<file path="config.mk">
export PLATFORM = sky130hd
export DESIGN_NAME = sfa_host
export DESIGN_NICKNAME = d
export VERILOG_FILES = /design/src/include/sfa_pkg.sv /design/src/rtl/sfa_host.sv
export SDC_FILE = /design/constraint.sdc
export NUM_CORES = 1
export LEC_CHECK = 0
export ABC_AREA = 1
export BUFFER_PORTS_ARGS = -buffer_cell sky130_fd_sc_hd__buf_4
export CAP_MARGIN = 20
export CELL_PAD_IN_SITES_DETAIL_PLACEMENT = 1
export CELL_PAD_IN_SITES_GLOBAL_PLACEMENT = 1
export CORE_MARGIN = 1
export CORE_UTILIZATION = 40
export DETAILED_ROUTE_END_ITERATION = 10
export MAX_ROUTING_LAYER = met4
export PLACE_DENSITY = 0.82
export SYNTH_ARGS = -nofsm -noshare
export SYNTH_HDL_FRONTEND = slang
export SYNTH_SLANG_ARGS = --single-unit
</file>
<file path="constraint.sdc">
create_clock -name ref_clk -period 4.65 [get_ports ref_clk]
set_clock_uncertainty 0.15 [all_clocks]
set_input_delay 0.465 -clock ref_clk [delete_from_list [all_inputs] [get_ports ref_clk]]
set_output_delay 0.465 -clock ref_clk [all_outputs]
set_load 0.005 [all_outputs]
</file>
<file path="src/include/sfa_pkg.sv">
// constants for the spi frame access host (master) controller
// assumes a 20 MHz system clock and an spi slave using mode 0 or 3
// Function
// - slave works only in spi modes 0, 3
// - frame: address, direction, count, data bytes
// - byte three: direction and upper count bits
// - burst carries only data after header
// - read sends dummy byte per data byte
// - write sends one data byte per count
// - select low before first address bit
// - select high whenever no frame runs
// - select high only after last byte
// - mosi low after select before header
package sfa_pkg;
   localparam int SFA_ADDR_W = 16;
   localparam int SFA_LEN_W = 15;
   localparam int SFA_BYTE_W = 8;
   localparam int SFA_HDR_BYTES = 4;
   localparam logic [7:0] SFA_CMD_READ = 8'h00;
   localparam logic [7:0] SFA_CMD_WRITE = 8'h80;
   localparam logic [14:0] SFA_LEN_HI_MASK = 15'h7F00;
   localparam int SFA_LEN_HI_SHIFT = 8;
   localparam int SFA_DIR_BIT = 7;
   // clock divider: half period of the generated serial clock in ref_clk cycles
   localparam int SFA_HALF_PERIOD = 2;
   localparam int SFA_DIV_W = 4;
   localparam int SFA_BIT_W = 3;
   localparam int SFA_IDX_W = 2;
   localparam logic [2:0] SFA_LAST_BIT = 3'h7;
   typedef enum {SFA_IDLE, SFA_SETUP, SFA_LOW, SFA_HIGH, SFA_HOLD, SFA_DONE} sfa_state_type;
endpackage

</file>
<file path="src/rtl/sfa_host.sv">
// spi master that runs one framed read or write access per request
// assumes the slave pin miso arrives asynchronously and is resynchronised
`timescale 1ns/1ps
module sfa_host (
   // clock and reset
   input wire logic ref_clk,
   input wire logic rst_n,
   // request side
   input wire logic req_valid,
   input wire logic req_write,
   input wire logic [sfa_pkg::SFA_ADDR_W-1:0] req_addr,
   input wire logic [sfa_pkg::SFA_LEN_W-1:0] req_len,
   output logic req_ready,
   // write data, one byte per wr_take pulse
   input wire logic [sfa_pkg::SFA_BYTE_W-1:0] wr_data,
   output logic wr_take,
   // read data
   output logic [sfa_pkg::SFA_BYTE_W-1:0] rd_data,
   output logic rd_valid,
   output logic [sfa_pkg::SFA_ADDR_W-1:0] rd_addr,
   output logic done,
   // spi pins
   output logic cs_n,
   output logic sclk,
   output logic mosi,
   input wire logic miso
);
   import sfa_pkg::*;

   sfa_state_type st_q, st_d;
   logic [SFA_DIV_W-1:0] div_q, div_d;
   logic [SFA_BIT_W-1:0] bit_q, bit_d;
   logic [SFA_IDX_W-1:0] hidx_q, hidx_d;
   logic hdr_q, hdr_d;
   logic dir_q, dir_d;
   logic [SFA_LEN_W-1:0] cnt_q, cnt_d, len_q, len_d;
   logic [SFA_ADDR_W-1:0] addr_q, addr_d, cur_q, cur_d;
   logic [7:0] sh_q, sh_d, rx_q, rx_d;
   logic cs_n_q, cs_n_d, sclk_q, sclk_d, mosi_q, mosi_d;
   logic ready_q, ready_d, take_q, take_d, rv_q, rv_d, done_q, done_d;
   logic [7:0] rdat_q, rdat_d;
   logic [SFA_ADDR_W-1:0] raddr_q, raddr_d;
   logic miso_s1_q, miso_s2_q;

   // header byte n of the frame
   function automatic logic [7:0] hdr_byte(input logic [1:0] n, input logic [15:0] a,
                                           input logic d, input logic [14:0] l);
      case (n)
         2'h0: hdr_byte = a[15:8];
         2'h1: hdr_byte = a[7:0];
         2'h2: hdr_byte = (d ? SFA_CMD_WRITE : SFA_CMD_READ) |
                          8'((l & SFA_LEN_HI_MASK) >> SFA_LEN_HI_SHIFT);
         default: hdr_byte = l[7:0];
      endcase
   endfunction

   always_ff @(posedge ref_clk or negedge rst_n) begin
      if (!rst_n) begin
         miso_s1_q <= 1'b0;
         miso_s2_q <= 1'b0;
      end else begin
         miso_s1_q <= miso;
         miso_s2_q <= miso_s1_q;
      end
   end

   always_comb begin
      st_d = st_q;
      div_d = div_q;
      bit_d = bit_q;
      hidx_d = hidx_q;
      hdr_d = hdr_q;
      dir_d = dir_q;
      cnt_d = cnt_q;
      len_d = len_q;
      addr_d = addr_q;
      cur_d = cur_q;
      sh_d = sh_q;
      rx_d = rx_q;
      cs_n_d = cs_n_q;
      sclk_d = sclk_q;
      mosi_d = mosi_q;
      ready_d = ready_q;
      take_d = 1'b0;
      rv_d = 1'b0;
      done_d = 1'b0;
      rdat_d = rdat_q;
      raddr_d = raddr_q;
      case (st_q)
         SFA_IDLE: begin
            cs_n_d = 1'b1;
            sclk_d = 1'b0;
            mosi_d = 1'b0;
            ready_d = 1'b1;
            // zero-length requests are dropped: the frame needs at least one byte
            if (req_valid && ready_q && req_len != '0) begin
               ready_d = 1'b0;
               dir_d = req_write;
               addr_d = req_addr;
               cur_d = req_addr;
               len_d = req_len;
               cnt_d = req_len;
               hidx_d = '0;
               hdr_d = 1'b1;
               bit_d = '0;
               sh_d = hdr_byte(2'h0, req_addr, req_write, req_len);
               cs_n_d = 1'b0;
               mosi_d = 1'b0;
               div_d = '0;
               st_d = SFA_SETUP;
            end
         end
         SFA_SETUP: begin
            div_d = div_q + 1'b1;
            if (div_q == SFA_DIV_W'(SFA_HALF_PERIOD - 1)) begin
               div_d = '0;
               mosi_d = sh_q[7];
               st_d = SFA_LOW;
            end
         end
         SFA_LOW: begin
            div_d = div_q + 1'b1;
            if (div_q == SFA_DIV_W'(SFA_HALF_PERIOD - 1)) begin
               div_d = '0;
               sclk_d = 1'b1;
               st_d = SFA_HIGH;
            end
         end
         SFA_HIGH: begin
            div_d = div_q + 1'b1;
            if (div_q == SFA_DIV_W'(SFA_HALF_PERIOD - 1)) begin
               div_d = '0;
               sclk_d = 1'b0;
               sh_d = {sh_q[6:0], 1'b0};
               // the synchroniser lags two cycles, so the level seen at the rise
               // only reaches miso_s2_q here, before the slave moves it again
               rx_d = {rx_q[6:0], miso_s2_q};
               bit_d = bit_q + 1'b1;
               st_d = SFA_LOW;
               mosi_d = sh_q[6];
               if (bit_q == SFA_LAST_BIT) begin
                  if (hdr_q) begin
                     if (hidx_q == SFA_IDX_W'(SFA_HDR_BYTES - 1)) begin
                        hdr_d = 1'b0;
                        // write: fetch first data byte; read: dummy byte
                        sh_d = dir_q ? wr_data : 8'h00;
                        take_d = dir_q;
                     end else begin
                        hidx_d = hidx_q + 1'b1;
                        sh_d = hdr_byte(hidx_q + 1'b1, addr_q, dir_q, len_q);
                     end
                  end else begin
                     if (!dir_q) begin
                        rv_d = 1'b1;
                        rdat_d = {rx_q[6:0], miso_s2_q};
                        raddr_d = cur_q;
                     end
                     cur_d = cur_q + 1'b1;
                     cnt_d = cnt_q - 1'b1;
                     if (cnt_q == SFA_LEN_W'(1)) begin
                        st_d = SFA_HOLD;
                     end else begin
                        sh_d = dir_q ? wr_data : 8'h00;
                        take_d = dir_q;
                     end
                  end
                  mosi_d = sh_d[7];
               end
            end
         end
         SFA_HOLD: begin
            mosi_d = 1'b0;
            div_d = div_q + 1'b1;
            if (div_q == SFA_DIV_W'(SFA_HALF_PERIOD - 1)) begin
               div_d = '0;
               cs_n_d = 1'b1;
               done_d = 1'b1;
               st_d = SFA_DONE;
            end
         end
         SFA_DONE: begin
            // keeps select high for a full half period between frames
            div_d = div_q + 1'b1;
            if (div_q == SFA_DIV_W'(SFA_HALF_PERIOD - 1)) begin
               div_d = '0;
               ready_d = 1'b1;
               st_d = SFA_IDLE;
            end
         end
         default: st_d = SFA_IDLE;
      endcase
   end

   always_ff @(posedge ref_clk or negedge rst_n) begin
      if (!rst_n) begin
         st_q <= SFA_IDLE;
         div_q <= '0;
         bit_q <= '0;
         hidx_q <= '0;
         hdr_q <= 1'b0;
         dir_q <= 1'b0;
         cnt_q <= '0;
         len_q <= '0;
         addr_q <= '0;
         cur_q <= '0;
         sh_q <= 8'h00;
         rx_q <= 8'h00;
         cs_n_q <= 1'b1;
         sclk_q <= 1'b0;
         mosi_q <= 1'b0;
         ready_q <= 1'b0;
         take_q <= 1'b0;
         rv_q <= 1'b0;
         done_q <= 1'b0;
         rdat_q <= 8'h00;
         raddr_q <= '0;
      end else begin
         st_q <= st_d;
         div_q <= div_d;
         bit_q <= bit_d;
         hidx_q <= hidx_d;
         hdr_q <= hdr_d;
         dir_q <= dir_d;
         cnt_q <= cnt_d;
         len_q <= len_d;
         addr_q <= addr_d;
         cur_q <= cur_d;
         sh_q <= sh_d;
         rx_q <= rx_d;
         cs_n_q <= cs_n_d;
         sclk_q <= sclk_d;
         mosi_q <= mosi_d;
         ready_q <= ready_d;
         take_q <= take_d;
         rv_q <= rv_d;
         done_q <= done_d;
         rdat_q <= rdat_d;
         raddr_q <= raddr_d;
      end
   end

   assign req_ready = ready_q;
   assign wr_take = take_q;
   assign rd_data = rdat_q;
   assign rd_valid = rv_q;
   assign rd_addr = raddr_q;
   assign done = done_q;
   assign cs_n = cs_n_q;
   assign sclk = sclk_q;
   assign mosi = mosi_q;
endmodule

</file>
# Yosys cells after proc, flatten, opt, wreduce, memory -nomap -nowiden
# Cells that the tools add are included.
# totals
latch_bits	0
output_inout_bits	31
in_bits	44
mem_bits_ro	0
memories	0
reg_bits	153
ram_bits	0
wordCells	149
# classes
order_cmp	0
div_mod_pow	0
n_reduce_logical	26
n_bitwise	3
add_sub_neg	5
shift	0
n_mul	0
mux	71
n_eq_ne	21
# ops
operator	count
32-bit 2-to-1 mux	6
32-bit case mux with 6 select lines	1
32-bit by 2-bit == test with 1-bit output (second input constant)	2
32-bit by 3-bit == test with 1-bit output (second input constant)	2
16-bit 2-to-1 mux	4
8-bit 2-to-1 mux	8
15-bit 2-to-1 mux	4
32-bit by 1-bit == test with 1-bit output (second input constant)	1
32-bit logical NOT	1
16-bit case mux with 2 select lines	1
15-bit case mux with 2 select lines	1
1-bit 2-to-1 mux	24
8-bit case mux with 3 select lines	1
2-bit inequality test (second input constant)	10
16-bit by 1-bit adder with 16-bit output (second input constant)	1
8-bit case mux with 2 select lines	1
15-bit by 1-bit == test with 1-bit output (second input constant)	1
3-bit 2-to-1 mux	5
15-bit nonzero test	1
15-bit by 1-bit subtractor with 15-bit output (second input constant)	1
6-bit AND reduction	2
2-bit 2-to-1 mux	5
2-bit AND reduction	5
5-bit AND reduction	2
23 further kinds	36

# Longest topological paths before layout
# Gate-level depths: netlist of run 1.
# depth
depth_word	8
depth_mapped	11
depth_no_buf	11

# Least setup slack after synthesis of run 1
# OpenSTA, ideal clock, no wires.
# synth_timing
path_type	register to register
startpoint	register bit_q[0]
endpoint	register raddr_q[14], in the netlist rd_addr[14]
period_less_slack_ns	1.959
n_path_buf	2
setup_time_ns	0.119
t_arrival_ns	1.690
setup_slack_ns	2.691
stages_incl_launch_ff	10
t_required_ns	4.381
path_cell_list	dfrtp_1 -> ha_1 -> ha_1 -> clkbuf_1 -> inv_1 -> nor2_8 -> nand4_4 -> buf_2 -> nand2_1 -> o21ai_2
# synth_via
elab_chain_cells	2
# synth_lines
element	line	rtl
start: declaration	sfa_host.sv:32	logic [SFA_BIT_W-1:0] bit_q, bit_d;
start signal: assignment	sfa_host.sv:220	bit_q <= bit_d;
3-bit == test	sfa_host.sv:141	if (bit_q == SFA_LAST_BIT) begin
5-bit AND reduction (no source line)	-	
end signal: assignment	sfa_host.sv:238	raddr_q <= raddr_d;
end: declaration	sfa_host.sv:42	logic [SFA_ADDR_W-1:0] raddr_q, raddr_d;
# No other way between the ends.
# A chain may end at the register's enable or synchronous reset.

# Worst setup path in the final report of run 1
# layout_timing
startpoint	register st_q[1]
endpoint	register cur_q[3]
# layout_via
elab_chain_cells	3
elab_cells_between_ends	9
cone_classes	eq/ne (5); mux (1); reduce/logical (3)
# layout_lines
element	line	rtl
start: declaration	sfa_host.sv:30	sfa_state_type st_q, st_d;
start signal: assignment	sfa_host.sv:218	st_q <= st_d;
32-bit by 2-bit == test with 1-bit output / 32-bit logical NOT (equally long branches)	sfa_host.sv:89	case (st_q)
2-bit inequality test (no source line) / 2-bit nonzero test (equally long branches)	-	
5-bit AND reduction (no source line)	-	
end signal: assignment	sfa_host.sv:227	cur_q <= cur_d;
end: declaration	sfa_host.sv:37	logic [SFA_ADDR_W-1:0] addr_q, addr_d, cur_q, cur_d;
# Several ways; a longest one is shown, not always the timed one.

==> flow_metrics.py, run 1 <==
metrics = {
    "run_status": {
        "run_status": "finished, final reports clean",
    },
    "logic_synthesis": {
        "synth_most_common_cell": "nand2_1",
        "yosysWarnings": 0,
        "yosysTopAreaCellShare": 0.470,
        "netlist_top_cells_area": "dfrtp_1 47%, nand2_1 20%, inv_1 4.2%",
        "synthAdderAreaFrac": 0.0229,
        "postSynthAreaPerCell_um2": 7.51,
        "seq_area_frac_synth": 0.474,
        "synth_seq_cells": 124,
        "async_reset_ff_frac": 1.00,
        "synth_compound_gate_area_share": 0.113,
        "netlist_top_cells_count": "341 x nand2_1, 123 x dfrtp_1, 73 x inv_1, 64 x nor2_1",
        "synth_top_flop_cell": "dfrtp_1",
        "synth_simple_gate_area_share": 0.304,
        "synthMuxAreaShare": 0.00458,
        "synth_top_family_by_area": "simple AND/OR/NAND/NOR gates",
        "yosysTopAreaCell": "dfrtp_1",
        "synthDistinctLibCells": 39,
        "synth_nets": 929,
        "syn-cell-area_mm2": 0.00655,
        "synth_edf_count": 0,
        "synth_xor_area_frac": 0.00935,
        "synthCells": 873,
    },
    "global_route": {
        "grt_usage": 0.273,
        "grt_remaining_overflow": 0,
        "antenna_found_initial": 0,
        "gr-usage-met2": 0.435,
        "busiest_layer": "met2",
        "met3_usage": 0.0590,
        "grt_pass1_wl_um": 33400,
        "grt_pass1_vias": 6298,
        "use_met1": 0.349,
        "grt_max_degree": 53,
    },
    "power": {
        "power.leakage_nw": 4.06,
        "ir_worst_vdd_uv": 238,
        "p_per_area_mw_per_mm2": 331,
    },
    "floorplanning": {
        "die_h_um": 130,
        "floorplan.rows": 46,
        "die_w_um": 130,
        "core-area_mm2": 0.0159,
        "io_pins": 75,
        "dieArea_mm2": 0.0169,
        "start_util": 0.411,
    },
    "hold_path": {
        "hold_path.class": "primary input to flip-flop",
        "min_from": "req_addr[14]",
        "whs_path_depth": 3,
        "whs_endpoint": "addr_q[14]",
    },
    "clock_network": {
        "root_buffer": "clkbuf_16",
        "cts_buffers": 17,
        "clock_path_buffers": 2,
        "worstSkewPairLatency_ns": 0.43,
        "cts-resized-gates": 0,
        "post-cts-setup-buffer-count": 0,
        "cts_tree": "yes",
        "cts.sinks": 124,
        "cts.reportedPaths.clkPinSlew_ns": 0.06,
        "cts_max_level": 4,
    },
    "detailed_routing": {
        "vias_per_cell": 5.20,
        "antenna_left": 0,
        "avgRoutedWirePerCell_um": 17.8,
        "vias": 6068,
        "drtPass1Iterations": 4,
        "drt_iter0_drc": 319,
        "drc": 0,
        "wirelength_um": 20700,
    },
    "final_layout": {
        "drive_gt1_frac": 0.142,
        "fin_cells": 1168,
        "area_growth_pct": 20.2,
        "final_util": 0.494,
        "diodes": 0,
        "final_area_mm2": 0.00788,
        "nNetsFinal": 995,
    },
    "timing": {
        "timing.hold.ws_ns": 0.0986,
        "finalCriticalPeriod_ns": 2.93,
        "period_share": 0.630,
        "rsz0062_at_grt": "no",
        "fmax_ghz": 0.341,
        "slew_headroom": 0.374,
        "report.final.slew_viol_count": 0,
        "setup_tns_ns": 0,
        "finalSetupViolations": 0,
        "worst_pin_slew_ns": 0.938,
        "hold_violations": 0,
    },
    "worst_setup_path": {
        "path_buf_inv": 2,
        "regToRegEndpoint": "cur_q[3]",
        "r2r-start": "st_q[1]",
        "endpoint_kind": "flip-flop",
        "crit_fanout": 36,
        "reg2reg_depth": 9,
        "crit_type": "flip-flop to flip-flop",
        "cpPeakStageDelay_ns": 0.47,
        "path_cells": "nand2_2 > nor2_4 > inv_2 > a21oi_1 > nor2_1 > nand2_2 > inv_2 > nand2_1 > o21ai_0",
        "cp.required_ns": 4.78,
        "arrival_ns": 3.06,
        "critPathSlowestCell": "nor2_4",
        "cp_top_family": "simple AND/OR/NAND/NOR gates",
        "crit_path_start_kind": "flip-flop",
        "rrSetupSlack_ns": 1.72,
    },
    "placement": {
        "dpl_cell_area_mm2": 0.00723,
        "place_inst": 1134,
        "dpl.hpwl_um": 14400,
        "port-buffer-count": 74,
        "gp_congestion": 0.858,
    },
    "job": {
        "drv_cap": 0,
    },
}
-- placed cells by master (no fill, tap or decap), types with 3 or more instances in the layout --
master,Yosys,final
o22ai_1,4,4
buf_4,2,79
nand2_2,3,3
o21ai_0,51,51
nand2_1,341,341
o21ai_2,10,10
inv_2,4,4
nor2_1,64,64
nor3_1,8,8
xor2_1,6,6
nand3_1,51,51
clkinvlp_4,0,3
nand4_1,6,6
o21ai_1,15,15
nor2_4,4,4
a21oi_1,37,37
clkbuf_16,0,17
dfrtp_1,123,123
inv_1,73,73
clkinv_2,0,3
bufinv_16,0,4
ha_1,12,12
mux2i_1,3,3
o211ai_1,6,6
-- cells by family after synthesis --
| kind of cell | count (synthesis) |
|---|---|
| muxes | 3 |
| DFF | 124 |
| AOI/OAI and AO/OA | 132 |
| xor gates and xnor gates | 7 |
| and+or+nand+nor | 484 |
| buffers and inverters | 111 |
| adders and majority gates | 12 |
-- how the worst max path moves through the flow --
stage / slack (ns) / from / cells past startpoint / end
2_1_floorplan: 2.69 / bit_q[0] / 9 / rd_addr[14]
3_3_place_gp: 1.91 / st_q[2] / 8 / cur_q[14]
3_5_place_dp: 1.72 / st_q[1] / 9 / cnt_q[12]
4_1_cts: 1.71 / st_q[1] / 9 / cnt_q[12]
5_1_grt: 1.52 / st_q[1] / 9 / cur_q[3]
6_report: 1.72 / st_q[1] / 9 / cur_q[3]
-- tightest hold or removal path: stages --
cell     delay (ns)
buf_4          0.09
nand2_1        0.05
nand2_1        0.05
-- sequential cells by signal (all words and copies together), names as in the netlist, 2 cells and up --
signal,count
addr_q,16
bit_q,3
st_q,3
sh_q,8
len_q,15
rx_q,7
rd_data,8
rd_addr,16
div_q,4
cnt_q,15
hidx_q,2
cur_q,16
-- report_power, final --
group | internal [mW] | switching, mW
logic | 0.0330 | 0.0556
registers | 1.09 | 0.00337
clock network | 0.922 | 0.510
total | 2.04 | 0.569
-- repair_timing --
| item | CTS | global route |
|---|---|---|
| hold buffers | 2 | 0 |
| endpoints found under the setup margin | 0 | 0 |
| endpoints found under the hold margin | 51 | 0 |
-- per-stage QoR --
stage	power (mW)	setup slack, ns
after floorplan	1.12	2.69
after global placement	1.19	1.91
after detailed placement	1.19	1.72
after CTS	2.63	1.71
after global routing	2.68	1.52
final	2.61	1.72
-- metal layers --
metal  vias up  share of wire
met5         -              0
met4         0          0.021
met3        27          0.053
met2       135           0.49
met1      3004           0.44
li1       2902              -
-- layout make-up --
type,instances,area [um2]
sequential,124,3100
multi-input combinational,638,2980
fill,2033,8060
timing repair buffer,81,613
inverter,77,289
tap,216,270
clock inverter,11,166
clock buffer,21,460
Note: power is estimated with default switching activity, not from simulation.
==> inputs of run 2 (changes only) <==
==> constraint.sdc (replaced) <==
create_clock -name ref_clk -period 2.8 [get_ports ref_clk]
set_clock_uncertainty 0.15 [all_clocks]
set_input_delay 0.28 -clock ref_clk [delete_from_list [all_inputs] [get_ports ref_clk]]
set_output_delay 0.28 -clock ref_clk [all_outputs]
set_load 0.005 [all_outputs]
==> flow_metrics.py, run 2 (synthesized netlist as in run 1, its figures left out) <==
metrics = {
    "run_status": {
        "run_status": "finished, final reports clean",
    },
    "detailed_routing": {
        "antenna_left": 0,
        "avgRoutedWirePerCell_um": 17.4,
        "drt_iter0_drc": 385,
        "vias": 6135,
        "vias_per_cell": 5.10,
        "wirelength_um": 20900,
        "drtPass1Iterations": 5,
        "drc": 0,
    },
    "job": {
        "drv_cap": 0,
    },
    "timing": {
        "report.final.slew_viol_count": 0,
        "period_share": 0.849,
        "fmax_ghz": 0.421,
        "slew_headroom": 0.568,
        "setup_tns_ns": 0,
        "finalCriticalPeriod_ns": 2.38,
        "timing.hold.ws_ns": 0.0281,
        "worst_pin_slew_ns": 0.647,
        "rsz0062_at_grt": "no",
        "hold_violations": 0,
        "finalSetupViolations": 0,
    },
    "global_route": {
        "grt_pass1_vias": 6503,
        "antenna_found_initial": 1,
        "grt_remaining_overflow": 0,
        "use_met1": 0.349,
        "grt_usage": 0.280,
        "grt_pass1_wl_um": 34300,
        "met3_usage": 0.0566,
        "grt_max_degree": 46,
        "busiest_layer": "met2",
        "gr-usage-met2": 0.450,
    },
    "worst_setup_path": {
        "reg2reg_depth": 8,
        "r2r-start": "bit_q[0]",
        "cp.required_ns": 2.96,
        "crit_path_start": "bit_q[0]",
        "crit_fanout": 34,
        "cpPeakStageDelay_ns": 0.37,
        "critPathSlowestCell": "dfrtp_1",
        "path_buf_inv": 2,
        "cp_top_family": "simple AND/OR/NAND/NOR gates",
        "endpoint_kind": "flip-flop",
        "path_cells": "ha_1 > ha_1 > inv_1 > nor2_8 > nand4_4 > buf_4 > nand2_1 > o21ai_2",
        "arrival_ns": 2.54,
        "crit_path_start_kind": "flip-flop",
        "endpoint": "rd_addr[11]",
        "rrSetupSlack_ns": 0.42,
        "regToRegEndpoint": "rd_addr[11]",
        "crit_type": "flip-flop to flip-flop",
        "critPathMostFrequentCell": "ha_1",
        "worst-path-stages": 8,
    },
    "floorplanning": {
        "die_h_um": 130,
        "core-area_mm2": 0.0159,
        "dieArea_mm2": 0.0169,
        "start_util": 0.411,
        "io_pins": 75,
        "floorplan.rows": 46,
        "die_w_um": 130,
    },
    "final_layout": {
        "area_growth_pct": 25.1,
        "mostFrequentLayoutCells": "341 x nand2_1, 123 x dfrtp_1, 83 x buf_4",
        "final_common_cell": "nand2_1",
        "fin_cells": 1203,
        "nNetsFinal": 1029,
        "final_util": 0.514,
        "drive_gt1_frac": 0.145,
    },
    "power": {
        "p_total_mw": 4.21,
        "p_per_area_mw_per_mm2": 514,
        "p_seq_frac": 0.429,
        "p_clk_frac": 0.528,
        "power_frac_comb": 0.043,
        "switching_share": 0.238,
        "ir_worst_vdd_uv": 425,
        "p_int_mw": 3.21,
        "power_switching_mw": 1.00,
        "power.leakage_nw": 4.20,
    },
    "placement": {
        "port-buffer-count": 74,
        "gp_congestion": 0.903,
        "dpl.hpwl_um": 14500,
        "place_inst": 1140,
    },
    "clock_network": {
        "clock_path_buffers": 2,
        "cts_max_level": 4,
        "cts-resized-gates": 0,
        "cts.reportedPaths.clkPinSlew_ns": 0.06,
        "cts.sinks": 124,
        "root_buffer": "clkbuf_16",
        "cts_tree": "yes",
        "cts_buffers": 17,
        "worstSkewPairLatency_ns": 0.43,
    },
    "hold_path": {
        "min_from": "req_addr[15]",
        "hold_path.class": "primary input to flip-flop",
    },
}
==> run 2: through the flow <==
| step | worst slack (ns) | instance area (um2) |
|---|---|---|
| after CTS | 0.443 | 8190 |
| after global placement | 0.574 | 7300 |
| after global routing | 0.234 | 8200 |
| final | 0.422 | 8200 |
| after detailed placement | 0.460 | 7300 |
| after floorplan | 0.841 | 6550 |
==> run 2: worst min path at each step <==
stage / cells after the start / to / slack, ns
global route: 3 / addr_q[15] / 0.03
CTS: 3 / addr_q[15] / 0.02
global placement: 0 / miso_s2_q / 0.18
detailed placement: 1 / hidx_q[0] / 0.19
floorplan: 0 / addr_q[0] / -0.17
finish: 3 / addr_q[15] / 0.03
==> run 2: repair_timing <==
item	4_1_cts	5_1_grt
endpoints found under the hold margin	71	0
buffers inserted	0	0
hold buffers	30	0
==> run 2: layout make-up <==
cell class | instances | area (um2)
antenna | 1 | 2.50
clock buffer | 17 | 425
clock inverter | 15 | 166
fill | 1999 | 7750
inverter | 77 | 289
multi-input combinational | 638 | 2980
sequential | 124 | 3100
tap | 216 | 270
timing repair buffer | 115 | 963
==> run 2: power by group through the flow <==
stage          Combinational, mW  Sequential (mW)  Clock, mW
5_1_grt                    0.199             1.81       2.33
4_1_cts                    0.183             1.81       2.26
2_1_floorplan             0.0230             1.84          0
3_5_place_dp               0.147             1.84          0
3_3_place_gp               0.147             1.84          0
6_report                   0.181             1.81       2.22
==> run 2: routing by layer <==
| metal | share of wire | wire length [um] |
|---|---|---|
| met1 | 0.46 | 9690 |
| met2 | 0.48 | 9970 |
| met3 | 0.036 | 759 |
| met4 | 0.022 | 464 |
| met5 | 0 | 0 |
==> run 2: worst reg2reg max path, stage by stage (launching register included) <==
cell and delay (ns):
dfrtp_1 0.37, ha_1 0.17, ha_1 0.35, inv_1 0.23, nor2_8 0.22, nand4_4 0.22, buf_4 0.34, nand2_1 0.16
o21ai_2 0.06
